`config.mk`:
```
export PLATFORM = sky130hd
export DESIGN_NAME = handoff_port
export DESIGN_NICKNAME = d
export VERILOG_FILES = /design/src/handoff_port.v /design/src/sec_timer.v
export VERILOG_INCLUDE_DIRS = /design/src /design/src/src
export SDC_FILE = /design/constraint.sdc
export NUM_CORES = 1
export LEC_CHECK = 0
export BUFFER_PORTS_ARGS = -buffer_cell sky130_fd_sc_hd__buf_2
export CORE_ASPECT_RATIO = 1.1
export CORE_MARGIN = 4
export CORE_UTILIZATION = 55
export DETAILED_ROUTE_END_ITERATION = 10
export GPL_TIMING_DRIVEN = 0
export PLACE_DENSITY = 0.74
export SYNTH_ARGS = -nofsm -noshare
export SYNTH_HDL_FRONTEND = slang
export SYNTH_HIERARCHICAL = 1
export SYNTH_SLANG_ARGS = --single-unit
export TNS_END_PERCENT = 1
```
`constraint.sdc`:
```
create_clock -name ref_clk -period 2.7 [get_ports ref_clk]
set_clock_uncertainty 0.2 [all_clocks]
set_input_delay 0.54 -clock ref_clk [delete_from_list [all_inputs] [get_ports ref_clk]]
set_output_delay 0.54 -clock ref_clk [all_outputs]
set_load 0.01 [all_outputs]
```
`src/handoff_consts.vh`:
```
/*
  Constants for the passive handoff port controller: timer defaults,
  limits, tick rate and status field positions.
  Assumes a single 100 MHz system clock.
*/
`ifndef HANDOFF_CONSTS_VH
`define HANDOFF_CONSTS_VH

// Clock rate in Hz and one-second tick length in cycles
`define CLK_HZ          100000000
`define TICK_CYCLES     (`CLK_HZ)

// Timer defaults and limits in seconds
`define TP1_DEF_S       10'h002
`define TP2_DEF_S       10'h002
`define TP3_DEF_S       10'h03c
`define TP4_DEF_S       10'h03c
`define TP5_DEF_S       10'h002
`define TP_MIN_S        10'h001
`define TP_MAX_S        10'h3e7

// Register offsets (byte addresses)
`define REG_CTRL        4'h0
`define REG_STATUS      4'h4
`define REG_TP12        4'h8
`define REG_TP34        4'hc

// Control fields
`define CTRL_MANUAL     0
`define CTRL_ERRCLR     1

// Status fields
`define ST_ERR_LO       0
`define ST_STATE_LO     8

// Number of handshake timers
`define NUM_TP          5

`endif

```
`src/handoff_port.v`:
```
/*
  Passive-side handoff port controller with Avalon-MM register slave.
  Sequences load and unload handshakes against the carrier sensors,
  runs five second-resolution handshake timers, follows access mode and
  emergency stop. Link and sensor pins come from outside and are
  synchronised by two flip-flops; the bus is on ref_clk.
*/
// Local design decisions: the Avalon-MM register port and the register offsets.
`include "handoff_consts.vh"
`default_nettype none

module handoff_port #(
  parameter TICK_LEN = `TICK_CYCLES   // Cycles per one-second tick
) (
  input  wire        ref_clk,         // System clock
  input  wire        nrst,            // Asynchronous reset, active low
  // Avalon-MM slave
  input  wire [3:0]  address,         // Byte address
  input  wire        read,            // Read strobe
  input  wire        write,           // Write strobe
  input  wire [31:0] writedata,       // Write data
  input  wire [3:0]  byteenable,      // Byte lanes
  output reg  [31:0] readdata,        // Read data
  output reg         waitrequest,     // Stall until answer ready
  // Link from active vehicle
  input  wire        cs_0,            // Carrier stage select 0
  input  wire        cs_1,            // Carrier stage select 1
  input  wire        valid,           // Handoff valid
  input  wire        tr_req,          // Transfer request
  input  wire        busy,            // Transfer in progress
  input  wire        compt,           // Transfer complete
  // Link to active vehicle
  output reg         ho_avbl,         // Handoff available
  output reg         l_req,           // Load request
  output reg         u_req,           // Unload request
  output reg         ready,           // Ready for transfer
  output reg         es_n,            // Emergency stop, low when stopped
  // Equipment inputs
  input  wire        placement,       // Placement sensors all active
  input  wire        presence,        // Presence sensors active
  input  wire        estop_btn,       // Emergency stop pressed
  // Status out
  output reg  [4:0]  tp_err           // Sticky timeout flags TP1..TP5
);

  ////////////////////////////////////////////////////////////////////
  // Pin synchronisers: nothing reads the first stage but the second
  localparam NS = 9;
  wire [NS-1:0] pins_raw = {estop_btn, presence, placement, compt, busy,
                            tr_req, valid, cs_1, cs_0};
  reg  [NS-1:0] sync1_reg;            // First stage
  reg  [NS-1:0] sync2_reg;            // Second stage, safe to use

  always @(posedge ref_clk or negedge nrst)
  begin
    if (!nrst)
    begin
      sync1_reg <= {NS{1'b0}};
      sync2_reg <= {NS{1'b0}};
    end
    else
    begin
      sync1_reg <= pins_raw;
      sync2_reg <= sync1_reg;
    end
  end

  wire s_cs0 = sync2_reg[0];
  wire s_cs1 = sync2_reg[1];
  wire s_val = sync2_reg[2];
  wire s_trq = sync2_reg[3];
  wire s_bsy = sync2_reg[4];
  wire s_cpt = sync2_reg[5];
  wire s_plc = sync2_reg[6];
  wire s_prs = sync2_reg[7];
  wire s_est = sync2_reg[8];

  // Carrier fully placed or fully gone; half states count as neither
  wire carrier_in  = s_plc && s_prs;
  wire carrier_out = !s_plc && !s_prs;

  ////////////////////////////////////////////////////////////////////
  // Sequencer states, one-hot
  localparam [7:0] ST_IDLE = 8'h01;   // Waiting for CS_0 and VALID
  localparam [7:0] ST_REQ  = 8'h02;   // Request up, awaiting TR_REQ
  localparam [7:0] ST_RDY  = 8'h04;   // Ready up, awaiting BUSY
  localparam [7:0] ST_XFER = 8'h08;   // Busy, awaiting sensors
  localparam [7:0] ST_DONE = 8'h10;   // Request down, awaiting COMPT
  localparam [7:0] ST_REL  = 8'h20;   // Ready down, awaiting release
  localparam [7:0] ST_ABRT = 8'h40;   // Aborted, awaiting release
  localparam [7:0] ST_STOP = 8'h80;   // Emergency stop

  reg  [7:0] state_reg;
  reg  [7:0] state_next;
  reg        unload_reg;              // Current handoff is an unload
  reg        unload_next;
  reg        manual_reg;              // Manual access mode
  reg [9:0]  tp_reg [0:4];            // Timer limits in seconds
  reg        errclr_reg;              // One-cycle error clear pulse

  wire released = !s_cs0 && !s_val && !s_cpt;
  wire [4:0] expired;

  ////////////////////////////////////////////////////////////////////
  // Next-state logic
  always @*
  begin
    state_next  = state_reg;
    unload_next = unload_reg;
    case (state_reg)
      ST_IDLE:
        if (ho_avbl && s_cs0 && !s_cs1 && s_val)
        begin
          // Empty port loads, occupied port unloads
          if (carrier_out)
          begin
            state_next  = ST_REQ;
            unload_next = 1'b0;
          end
          else if (carrier_in)
          begin
            state_next  = ST_REQ;
            unload_next = 1'b1;
          end
        end
      ST_REQ:
        if (expired[0])
          state_next = ST_ABRT;
        else if (s_trq)
          state_next = ST_RDY;
      ST_RDY:
        if (expired[1])
          state_next = ST_ABRT;
        else if (s_bsy)
          state_next = ST_XFER;
      ST_XFER:
        if (expired[2])
          state_next = ST_ABRT;
        else if (!unload_reg && carrier_in)
          state_next = ST_DONE;
        else if (unload_reg && carrier_out)
          state_next = ST_DONE;
      ST_DONE:
        if (expired[3])
          state_next = ST_ABRT;
        else if (!s_bsy && !s_trq && s_cpt)
          state_next = ST_REL;
      ST_REL:
        if (expired[4])
          state_next = ST_ABRT;
        else if (released)
          state_next = ST_IDLE;
      ST_ABRT:
        if (released)
          state_next = ST_IDLE;
      ST_STOP:
        if (!s_est)
          state_next = ST_ABRT;
      default:
        state_next = ST_IDLE;
    endcase
    // Stop overrides any handshake step
    if (s_est)
      state_next = ST_STOP;
    // Manual mode keeps an idle port from starting a handshake; an open one runs on
    else if (manual_reg && state_next != ST_IDLE && state_reg == ST_IDLE)
      state_next = ST_IDLE;
  end

  always @(posedge ref_clk or negedge nrst)
  begin
    if (!nrst)
    begin
      state_reg  <= ST_IDLE;
      unload_reg <= 1'b0;
    end
    else
    begin
      state_reg  <= state_next;
      unload_reg <= unload_next;
    end
  end

  ////////////////////////////////////////////////////////////////////
  // Link outputs, all registered; all but es_n from the next state, es_n from the synced stop
  always @(posedge ref_clk or negedge nrst)
  begin
    if (!nrst)
    begin
      ho_avbl <= 1'b0;
      l_req   <= 1'b0;
      u_req   <= 1'b0;
      ready   <= 1'b0;
      es_n    <= 1'b1;
    end
    else
    begin
      // Half-placed carrier keeps the request up (ST_XFER)
      ho_avbl <= !manual_reg && !s_est &&
                 (state_next != ST_ABRT);
      l_req   <= !unload_next &&
                 (state_next == ST_REQ || state_next == ST_RDY ||
                  state_next == ST_XFER);
      u_req   <= unload_next &&
                 (state_next == ST_REQ || state_next == ST_RDY ||
                  state_next == ST_XFER);
      ready   <= (state_next == ST_RDY || state_next == ST_XFER ||
                  state_next == ST_DONE);
      es_n    <= !s_est;
    end
  end

  ////////////////////////////////////////////////////////////////////
  // One-second tick prescaler
  reg [31:0] pre_reg;
  reg        tick_reg;

  always @(posedge ref_clk or negedge nrst)
  begin
    if (!nrst)
    begin
      pre_reg  <= 32'h0000_0000;
      tick_reg <= 1'b0;
    end
    else if (pre_reg >= TICK_LEN - 1)
    begin
      pre_reg  <= 32'h0000_0000;
      tick_reg <= 1'b1;
    end
    else
    begin
      pre_reg  <= pre_reg + 32'h0000_0001;
      tick_reg <= 1'b0;
    end
  end

  ////////////////////////////////////////////////////////////////////
  // Five timers, each runs only in its waiting state
  wire [7:0] tp_state [0:4];
  assign tp_state[0] = ST_REQ;
  assign tp_state[1] = ST_RDY;
  assign tp_state[2] = ST_XFER;
  assign tp_state[3] = ST_DONE;
  assign tp_state[4] = ST_REL;

  genvar gi;
  generate
    for (gi = 0; gi < `NUM_TP; gi = gi + 1)
    begin : g_tp
      sec_timer #(.W(10)) u_tmr (
        .ref_clk (ref_clk),
        .nrst    (nrst),
        .restart (state_reg != tp_state[gi]),
        .run     (state_reg == tp_state[gi]),
        .tick    (tick_reg),
        .limit   (tp_reg[gi]),
        .expired (expired[gi])
      );
    end
  endgenerate

  // Sticky error flags; a new expiry wins over a clear
  always @(posedge ref_clk or negedge nrst)
  begin
    if (!nrst)
      tp_err <= 5'h00;
    else
      tp_err <= (errclr_reg ? 5'h00 : tp_err) | expired;
  end

  ////////////////////////////////////////////////////////////////////
  // Register slave: one wait cycle, answer on the second edge
  function [9:0] clamp_tp;            // Keep limits within 1..999
    input [15:0] v;
    begin
      if (v < {6'h00, `TP_MIN_S})
        clamp_tp = `TP_MIN_S;
      else if (v > {6'h00, `TP_MAX_S})
        clamp_tp = `TP_MAX_S;
      else
        clamp_tp = v[9:0];
    end
  endfunction

  wire req = read || write;
  reg  ack_reg;                       // Answer stage

  always @(posedge ref_clk or negedge nrst)
  begin
    if (!nrst)
    begin
      ack_reg     <= 1'b0;
      waitrequest <= 1'b1;
      readdata    <= 32'h0000_0000;
      manual_reg  <= 1'b0;
      errclr_reg  <= 1'b0;
      tp_reg[0]   <= `TP1_DEF_S;
      tp_reg[1]   <= `TP2_DEF_S;
      tp_reg[2]   <= `TP3_DEF_S;
      tp_reg[3]   <= `TP4_DEF_S;
      tp_reg[4]   <= `TP5_DEF_S;
    end
    else
    begin
      errclr_reg  <= 1'b0;
      ack_reg     <= req && !ack_reg;
      waitrequest <= !(req && !ack_reg);
      if (req && !ack_reg && read)
      begin
        case (address)
          `REG_CTRL:   readdata <= {6'h0, tp_reg[4], 15'h0, manual_reg};
          `REG_STATUS: readdata <= {16'h0, state_reg, 3'h0, tp_err};
          `REG_TP12:   readdata <= {6'h0, tp_reg[1], 6'h0, tp_reg[0]};
          `REG_TP34:   readdata <= {6'h0, tp_reg[3], 6'h0, tp_reg[2]};
          default:     readdata <= 32'h0000_0000;  // Unmapped reads zero
        endcase
      end
      // Writes land at the edge where the master sees waitrequest low
      if (ack_reg && write)
      begin
        case (address)
          `REG_CTRL:
          begin
            if (byteenable[0])
            begin
              manual_reg <= writedata[`CTRL_MANUAL];
              errclr_reg <= writedata[`CTRL_ERRCLR];
            end
            if (byteenable[2])
              tp_reg[4] <= clamp_tp({6'h0, writedata[25:16]});
          end
          `REG_TP12:
          begin
            if (byteenable[1:0] == 2'h3)
              tp_reg[0] <= clamp_tp(writedata[15:0]);
            if (byteenable[3:2] == 2'h3)
              tp_reg[1] <= clamp_tp(writedata[31:16]);
          end
          `REG_TP34:
          begin
            if (byteenable[1:0] == 2'h3)
              tp_reg[2] <= clamp_tp(writedata[15:0]);
            if (byteenable[3:2] == 2'h3)
              tp_reg[3] <= clamp_tp(writedata[31:16]);
          end
          default:
            ;                         // Unmapped writes ignored
        endcase
      end
    end
  end

endmodule

`default_nettype wire

```
`src/sec_timer.v`:
```
/*
  One handshake timer: counts whole seconds on a shared tick and
  flags expiry when the configured limit is reached.
  Assumes tick is a one-cycle pulse from the same clock.
*/
`default_nettype none

module sec_timer #(
  parameter W = 10                    // Width of the seconds count
) (
  input  wire         ref_clk,        // System clock
  input  wire         nrst,           // Asynchronous reset, active low
  input  wire         restart,        // Start counting from zero
  input  wire         run,            // Counting allowed
  input  wire         tick,           // One-second pulse
  input  wire [W-1:0] limit,          // Seconds until expiry
  output reg          expired         // Limit reached, held while run
);

  reg [W-1:0] sec_reg;                // Elapsed seconds

  ////////////////////////////////////////////////////////////////////
  // Seconds counter; a restart wins over a tick in the same cycle
  always @(posedge ref_clk or negedge nrst)
  begin
    if (!nrst)
    begin
      sec_reg <= {W{1'b0}};
      expired <= 1'b0;
    end
    else if (restart || !run)
    begin
      sec_reg <= {W{1'b0}};
      expired <= 1'b0;
    end
    else if (tick && !expired)
    begin
      sec_reg <= sec_reg + {{(W-1){1'b0}}, 1'b1};
      expired <= (sec_reg + {{(W-1){1'b0}}, 1'b1}) >= limit;
    end
  end

endmodule

`default_nettype wire

```
Yosys cells after proc, flatten, opt, wreduce, memory -nomap -nowiden
Cells that the tools add are included.
{"block": "classes", "n_addsub": 6, "n_lt_le_gt_ge": 12, "eq_ne": 24, "muxes": 55, "bitwise_logic": 1, "reduce_logical": 71}
{"cell": "$mux 10", "n": 16}
{"cell": "$mux 8", "n": 17}
{"cell": "$pmux 26 s4", "n": 1}
{"cell": "$pmux 8 s8", "n": 1}
{"cell": "$add 10x1->10 const B", "n": 5}
{"cell": "$ge 10x10->1", "n": 5}
{"cell": "$add 32x1->32 const B", "n": 1}
{"cell": "$ge 32x27->1 const B", "n": 1}
{"cell": "$gt 16x10->1 const B", "n": 2}
{"cell": "$lt 16x1->1 const B", "n": 2}
{"cell": "$mux 32", "n": 1}
{"cell": "$logic_and 1x1->1", "n": 25}
{"cell": "$logic_not 1->1", "n": 24}
{"cell": "$mux 1", "n": 18}
{"cell": "$reduce_and 3->1", "n": 6}
{"cell": "$eq 8x2->1 const B", "n": 2}
{"cell": "$eq 8x3->1 const B", "n": 2}
{"cell": "$eq 8x4->1 const B", "n": 2}
{"cell": "$eq 8x5->1 const B", "n": 2}
{"cell": "$gt 10x10->1 const B", "n": 1}
{"cell": "$logic_or 1x1->1", "n": 10}
{"cell": "$lt 10x1->1 const B", "n": 1}
{"cell": "$reduce_bool 2->1", "n": 5}
{"cell": "$eq 4x4->1 const B", "n": 2}
{"cell": "other kinds (16)", "n": 17}
{"block": "totals", "regBits": 211, "in_bits": 53, "output_inout_bits": 43, "word_cells": 201}

Logic depth before layout (Yosys ltp)
Gate-level depths: netlist (run 1).
{"block": "depth", "depth_word": 16, "mapped_depth": 9, "mapped_depth_nobuf": 9}

By module
Netlist (run 1), hierarchy kept.
{"module": "handoff_port", "n_inst": 1, "cells_each": 650, "area_each_um2": 6568.8, "seq_area_each_um2": 3771.1}
{"module": "sec_timer", "n_inst": 5, "cells_each": 103, "area_each_um2": 880.8, "seq_area_each_um2": 275.3}

Worst setup path after synthesis (run 1)
Ideal clock, no wire load.
{"block": "synth_timing", "path_kind": "in2reg", "startpoint": "input port address[3]", "endpoint": "register tp_reg[9] (netlist name)", "setup_ps": 125, "arrival_ps": 1971, "required_ps": 2375, "slack_ps": 405, "stages": 5, "path_buffers": 2, "path_cell_list": "nor4_1 and3_1 clkbuf_1 clkbuf_1 mux2_2"}
{"block": "synth_between", "elab_chain_cells": 2}
{"item": "start, declared", "line_no": "handoff_port.v:18", "source": "input wire [3:0] address,"}
{"item": "$logic_not 4->1", "line_no": "handoff_port.v:321", "source": "case (address)"}
{"item": "$reduce_and 3->1 (no line)"}
{"item": "end, declared", "line_no": "handoff_port.v:98", "source": "reg [9:0] tp_reg [0:4];"}
Every way passes these cells.
A chain may end at the register's enable or synchronous reset.

Final worst setup path (run 1)
{"block": "layout_timing", "startpoint": "register state_reg[1]", "endpoint": "register ready"}
{"block": "layout_between", "elab_chain_cells": 12, "word_cells_on_any_way": 34, "classes_between": "12 x eq/ne; 18 x mux; 4 x reduce/logical"}
{"item": "start, declared", "line_no": "handoff_port.v:93", "source": "reg [7:0] state_reg;"}
{"item": "start signal, assigned", "line_no": "handoff_port.v:179", "source": "state_reg <= state_next;"}
{"item": "$mux 8, on equally long branches", "line_no": "handoff_port.v:141, handoff_port.v:120"}
{"item": "$mux 8, on equally long branches", "line_no": "handoff_port.v:139, handoff_port.v:115"}
{"item": "$mux 8, on equally long branches", "line_no": "handoff_port.v:137, handoff_port.v:112"}
{"item": "$pmux 8 s8", "line_no": "handoff_port.v:110", "source": "case (state_reg)"}
{"item": "$ne 8x1->1", "line_no": "handoff_port.v:166", "source": "else if (manual_reg && state_next != ST_IDLE && state_reg == ST_IDLE)"}
{"item": "$logic_and 1x1->1 (2 in series)", "line_no": "handoff_port.v:166"}
{"item": "$mux 8 *", "line_no": "handoff_port.v:166"}
{"item": "$mux 8 *", "line_no": "handoff_port.v:163", "source": "if (s_est)"}
{"item": "via state_next[2]", "line_no": "handoff_port.v:94", "source": "reg [7:0] state_next;"}
{"item": "$eq 8x3->1 or $eq 8x4->1 (tied branches)", "line_no": "handoff_port.v:207", "source": "ready <= (state_next == ST_RDY || state_next == ST_XFER ||"}
{"item": "$logic_or 1x1->1", "line_no": "handoff_port.v:207"}
{"item": "$logic_or 1x1->1 *", "line_no": "handoff_port.v:207"}
{"item": "end signal, assigned", "line_no": "handoff_port.v:207"}
{"item": "end, declared", "line_no": "handoff_port.v:36", "source": "output reg ready,"}
The timed path passes the listed nets; every way through them passes the cells marked *.

==> results of run 1 <==
-- critical path, cell delays in order (launching register included) --
cell	delay, ns
dfrtp_1	0.49
nor4_2	0.53
nand3_1	0.26
or3_1	0.46
and4_1	0.23
nor3_2	0.21
or3_1	0.13
-- final cells by class --
type	count	share of cell area
Sequential cell	205	0.4040
Buffer	45	0.01571
Tap cell	247	0.02425
Clock inverter	8	0.01178
Inverter	59	0.01738
Clock buffer	33	0.05283
Multi-Input combinational cell	866	0.4283
Timing Repair Buffer	100	0.04576
-- routing by layer --
| metal | GRT usage | wire, µm | up-vias | part of all wire |
|---|---|---|---|---|
| met2 | 0.3780 | 12090 | 233 | 0.47 |
| met3 | 0.04139 | 1544 | 55 | 0.061 |
| met4 | 0.06971 | 600 | 0 | 0.024 |
| met1 | 0.3166 | 11250 | 4182 | 0.44 |
| li1 | - | - | 4319 | - |
| met5 | 0 | 0 | - | 0 |
-- power breakdown --
group | switching, mW | internal (mW) | total (mW)
registers | 0.127 | 3.22 | 3.34
clock network | 1.26 | 2.12 | 3.37
logic | 0.334 | 0.229 | 0.563
total | 1.72 | 5.56 | 7.28
-- through the flow --
stage | utilization | setup WS [ns] | hold slack, ns | total power, mW
6_report | 0.6581 | 0.1339 | 0.07830 | 7.276
4_1_cts | 0.6572 | 0.09461 | 0.06067 | 7.341
2_1_floorplan | - | 0.4045 | 0.04441 | 3.681
5_1_grt | 0.6581 | 0.003910 | 0.08096 | 7.579
3_5_place_dp | 0.6095 | -0.2779 | 0.1347 | 3.948
3_3_place_gp | 0.6076 | -2.469 | 0.1323 | 3.916
-- cell families (layout without fill, tap and decap cells) --
logic type | count (synthesis) | in the layout
AOI/OAI and AO/OA | 224 | 224
xor gates and xnor gates | 95 | 95
adders and majority gates | 56 | 56
buffers and inverters | 104 | 245
DFF | 205 | 205
muxes | 8 | 8
other | 1 | 11
and+or+nand+nor | 472 | 472
-- path summary, 6_finish.rpt --
check / from / to / slack, ns / cells after the start
worst max-delay path: state_reg[1] / ready / 0.13 / 6
worst min-delay path: writedata[17] / tp_reg[1] / 0.08 / 2
worst min register to register: sync1_reg[5] / sync2_reg[5] / 0.15 / 0
min in group asynchronous: nrst / readdata[6] / 0.38 / 2
worst max register to register: state_reg[1] / ready / 0.13 / 6
max in group asynchronous: nrst / g_tp[3].u_tmr/sec_reg[6] / 0.91 / 3
-- repair_timing --
item	CTS	global route
hold buffers	10	0
resized for setup	0	3
setup endpoints to repair	0	19
endpoints found under the hold margin	79	0
-- layout by cell type, fill, tap and decap left out, types with 11 or more instances in the layout --
cell type / synthesis / routed
dfrtp_1: 191 / 191
nand2_1: 143 / 143
nor2_1: 108 / 108
buf_2: 7 / 95
o21ai_0: 92 / 92
inv_1: 59 / 59
ha_1: 56 / 56
a21oi_1: 55 / 55
nand3_1: 55 / 54
xor2_1: 50 / 50
xnor2_1: 45 / 45
clkbuf_1: 31 / 35
clkbuf_16: 0 / 23
or3_1: 22 / 22
nor3_1: 23 / 22
nand2b_1: 20 / 20
dfstp_2: 14 / 14
and3_1: 13 / 13
nor2b_1: 11 / 11
conb_1: 1 / 11
==> results.txt, run 1 <==
The global-route wire length before repair came out at 42270 µm. The largest total area in the synthesized netlist belongs to dfrtp_1. Timing would allow up to 389.7 MHz. The floorplan step defined a die boundary enclosing 22280 µm².

The logs give 0.5667 for the starting utilization of the core area and 1165 for the number of standard cells after synthesis. Number of placed cells counting well taps: 1512. Routability-driven placement finished with a final weighted congestion of 0.9421. After synthesis, the largest family of logic cells by area is simple AND/OR/NAND/NOR gates.

The count of nets left with antenna violations once routing finished came out at 0. The net count of the finished layout came out at 1409. Setup repair after global routing left no endpoint under its margin. The commonest cells after synthesis are dfrtp_1 (191), nand2_1 (143), nor2_1 (108). After filler insertion, the fill cell instance count of the layout stands at 1601. For the final routed database, the setup TNS stands at 0 ns. Along the worst path, the maximum fanout reaches 7.

The run gives 0 as the initial antenna violation count. Compared with the post-synthesis result, the final layout area differs by 16.12%. The post-synthesis sequential element count is 205, and the standby leakage power is 5.742 nW. The area of the multi-input gates came out at 5458 µm². Yosys printed 6 warnings.

The number of port buffers works out to 89. The global-route total usage across every layer is 0.2313. The die is 156.1 µm tall. The detailed router placed 8789 vias in this run.

Across the run, the number of max-cap violations was 0. The placed instances occupy a cell area of 11800 µm². The final-report max-slew violation count is 0. In this run the deepest clock path goes through 3 buffers. Setup violations remaining at the end of the flow were counted as 0.

In this run the horizontal extent of the chip is 142.7 µm. The total overflow left after global routing is 0. At the worst endpoint, the required time is 2.96 ns. The fraction of final layout cells with drive strength greater than 1 came out at 0.1505.

The number of endpoints with negative hold slack in the final report was 0; the post-synthesis compound-gate area fraction was 0.1252. The relative slew slack came out at 0.3910. For the number of global-route vias before repair, the log shows 8501.

Top-area cell type share of the netlist area: 0.4356. The placeable core area is 19360 µm². In this run the worst hold path is classified as input port to flop. The adder-cell area share of the yosys netlist is 0.06385, and the signal arrival time at the worst endpoint is 2.82 ns. The number of clock buffers inserted by TritonCTS was 23.

The largest vdd supply drop was 580.8 µV; the wire length per cell was 16.30 µm. The kind of launch point of the worst setup path is a flop. Category of the worst setup path capture point: a flop. Yosys mapped a number of flops with a built-in enable equal to 0.

The logs give 1 for the level count of the clock H-tree and 0.4691 for the sequential cell area fraction in the yosys report. The total non-filler cell area in the finished layout was 12740 µm². The latest clock arrival within the worst-skew pair was 0.52 ns. The share of synthesized flip-flops with an asynchronous set or reset was 1.000. The category of the most critical setup path was flop to flop.

The tools report the flip-flop and latch area as 5147 µm². For this run, the number of standard cells in the final layout without fillers is 1563. The clock input transition at the sequential cells of the worst setup and hold paths was 0.06 ns; the number of antenna cells inserted was 0. Wires add up to 25480 µm. The setup fix buffers added after clock tree synthesis is 0. The run finished with clean final reports.

For the pin with the worst max-slew slack, the measured transition is 0.9009 ns. Multiplexer share of the synthesized area: 0.008210. Dividing total power by cell area gives a power density of 571.0 nW/µm². For this run, design rule violations remaining after detail routing come to 0. The simple-gate area share of the yosys netlist came out at 0.2190. For the finished layout, the period the worst path requires is 2.566 ns.

Pin placement for this block handled 96 I/O pins. The synthesized netlist contains 65 unique library cells. The post-synthesis share of cell area spent on xor and xnor gates is 0.07583. The pin count of the biggest net entering global routing is 129, and the mean instance size in the synthesized netlist is 9.419 µm². The floorplan has 53 rows. The run gives 18810 µm as the estimated wirelength of the detail-placed design.

By area the synthesized netlist is led by dfrtp_1 (44%), ha_1 (6.4%), nand2_1 (4.9%), o21ai_0 (4.2%), xor2_1 (4.0%). The clock drives 205 sinks. TritonCTS built the clock tree. The first routing iteration left 679 violations. First-pass detailed-route iteration total: 6.

After detailed routing, the number of vias per cell comes to 5.623. The portion of the clock cycle consumed by the worst path in the final layout is 0.9504, and the area of the mapped netlist is 10970 µm². The most used flip-flop cell after synthesis is dfrtp_1. Leading cell type by number of instances after synthesis: dfrtp_1. The cell sitting at the root of the clock tree is a clkbuf_16.
No activity file was read; power rests on OpenSTA's default activity.
==> inputs of run 2 (changes only) <==
--- a/config.mk
+++ b/config.mk
@@ -11,7 +11,6 @@
 export CORE_MARGIN = 4
 export CORE_UTILIZATION = 55
 export DETAILED_ROUTE_END_ITERATION = 10
-export GPL_TIMING_DRIVEN = 0
 export PLACE_DENSITY = 0.74
 export SYNTH_ARGS = -nofsm -noshare
 export SYNTH_HDL_FRONTEND = slang
==> results.txt, run 2 (synthesis results as in run 1) <==
Counting every sink on the clock net gives 205. The via count normalized by instance count was 5.617. The cell family contributing the most delay on the critical path is simple AND/OR/NAND/NOR gates. At the pin with the least slew margin, the transition time is 0.6618 ns. The first detailed-routing pass took 5 iterations. Relative to the synthesized area, the layout overhead comes to 14.61%. The clock passes through at most 3 buffers.

The tools report the number of rows created at floorplan as 53. The worst hold path belongs to the class input port to flop. The run gives 2.68 ns as the signal arrival time at the worst endpoint. Data on the critical path is required at its endpoint by 2.91 ns.

96 I/O pins were placed. The die is 156.1 µm tall. In this run the standard cell core region covers 19360 µm².

The DRC violation count after routing is 0, and the routed wire length is 25420 µm. Clock latency on the worst-skew pair, taken at its later pin, is 0.51 ns. STA classifies the critical path endpoint as a flop. The total power per unit cell area came out at 540.7 nW/µm². Starting utilization of the core area: 0.5667. The count of buffers added on input and output ports is 89. Setup repair after global routing left no endpoint under its margin. The run gives 42140 µm as the global-route wire length before repair. VDD sags by at most 520.2 µV.

Entering global routing, the biggest net connects 68 pins. The tools report the utilization after layout as 0.6495. Measured along the x axis, the die boundary spans 142.7 µm.

The category of the most critical setup path was flop to flop. For the initial antenna violation count, the log shows 0. The portion of the clock cycle consumed by the worst path in the final layout was 0.9142. The estimated wirelength of the detail-placed design was 18750 µm. For the routability-driven placement congestion ratio, the log shows 0.8757. The kind of launch point of the worst setup path was a flop.

The maximum single-stage delay on the critical path was 0.63 ns. After the first detailed-routing iteration, the DRC count stood at 660. After the flow finishes, the layout carries non-filler instances totaling 1539. The logs give 0.2312 for the global-route total usage across every layer and 0 for the number of endpoints with negative hold slack in the final report. For the level count of the clock H-tree, the log shows 1.

Highest-delay cell along the critical path: or4_4. Across the run, the number of max-cap violations was 0. The fraction of final layout cells with drive strength greater than 1 was 0.1571.

Counting the fill cells in the layout gives 1538. The flow ran to the end, and the final reports show no timing, DRC or antenna violations. The minimum period implied by the final worst setup slack was 2.468 ns.

Most frequent standard cell in the layout excluding fill and tap cells: dfrtp_1. The post-detailed-route count of antenna-violating nets is 0, and the buffer and inverter count on the worst path is 1. The relative slew slack is 0.5588. For this run the aggregate overflow at the end of global routing stands at 0. Setup violations remaining at the end of the flow were counted as 0. Buffers inserted during clock tree synthesis total 22. In this run the static leakage power is 5.689 nW.

The die covers 22280 µm². The tools report the final-report max-slew violation count as 0. Leaving out fill and tap cells, the most frequent cells in the layout are dfrtp_1 (191), nand2_1 (143), nor2_1 (108), o21ai_0 (92), buf_2 (88).

The number of placed instances, taps included, is 1488. The final layout contains 1385 nets. The number of global-route vias before repair is 8538, and the clock input transition at the sequential cells of the worst setup and hold paths is 0.06 ns. For the final routed database, the setup TNS stands at 0 ns. Top achievable clock speed: 405.1 MHz.

The signal on the critical path passes through or4_4 -> nor3_4 -> nand2_1 -> inv_1 -> nor2b_1 -> nand3_1 -> o211ai_1. The run gives 8645 as the via total after detailed routing. In this run the clock root is driven by a clkbuf_16.

Along the worst path, the maximum fanout reaches 9. After clock tree synthesis, the repair step resized 0 gates. Wire length per cell: 16.52 µm. The run gives 0 as the number of antenna cells inserted. TritonCTS built the clock tree.
run 2: cell count changes in the layout (fill, tap and decap cells not counted), sizes merged:
cell / change
bufinv: -3
clkinvlp: +1
inv: -2
clkbuf: -33
buf: +7
clkinv: +6
run 2: area by class of cell:
cell class	count	area, µm²	share of cell area
clock inverters	10	80.08	0.006368
flip-flops and latches	205	5147	0.4093
multi-input cells	866	5454	0.4337
inverters	59	221.5	0.01761
repair buffers	122	752.0	0.05980
well taps	247	309.0	0.02457
clock buffers	30	611.8	0.04865
run 2: repair_timing:
action | 4_1_cts | 5_1_grt
setup buffers | 0 | 1
setup endpoints to repair | 0 | 1
hold buffers | 10 | 0
endpoints found under the hold margin | 59 | 0
run 2: final timing paths:
kind	start	cells after the start	end	slack [ns]
worst max-delay path	state_reg[5]	7	g_tp[1].u_tmr/expired	0.23
min in group asynchronous	nrst	2	readdata[6]	0.38
max in group asynchronous	nrst	3	state_reg[0]	1.16
worst max register to register	state_reg[5]	7	g_tp[1].u_tmr/expired	0.23
worst min register to register	sync1_reg[1]	0	sync2_reg[1]	0.15
worst min-delay path	writedata[18]	2	tp_reg[2]	0.1
run 2: per-stage QoR:
stage | setup WS [ns] | total power [mW] | hold slack [ns] | instance area (µm²)
after floorplan | 0.4045 | 3.681 | 0.04441 | 11010
after global placement | 0.2242 | 3.936 | 0.1321 | 11780
after detailed placement | 0.1867 | 3.956 | 0.1347 | 11780
after CTS | 0.1662 | 6.879 | 0.08323 | 12570
after global routing | 0.09785 | 7.099 | 0.09225 | 12580
final | 0.2317 | 6.800 | 0.09924 | 12580
run 2: layer usage:
| layer | global-route usage | wire length (µm) | vias to the layer above | share of wire |
|---|---|---|---|---|
| met5 | 0 | 0 | - | 0 |
| met4 | 0.06474 | 480 | 0 | 0.019 |
| met1 | 0.3120 | 11240 | 4145 | 0.44 |
| met3 | 0.03372 | 1288 | 37 | 0.051 |
| met2 | 0.3908 | 12420 | 208 | 0.49 |
| li1 | - | - | 4255 | - |
run 2: where the power goes:
part | internal (mW) | switching (mW) | leakage (nW)
clock | 1.69 | 1.19 | 0.340
combinational | 0.235 | 0.342 | 2.63
sequential | 3.22 | 0.128 | 2.72
total | 5.14 | 1.66 | 5.69
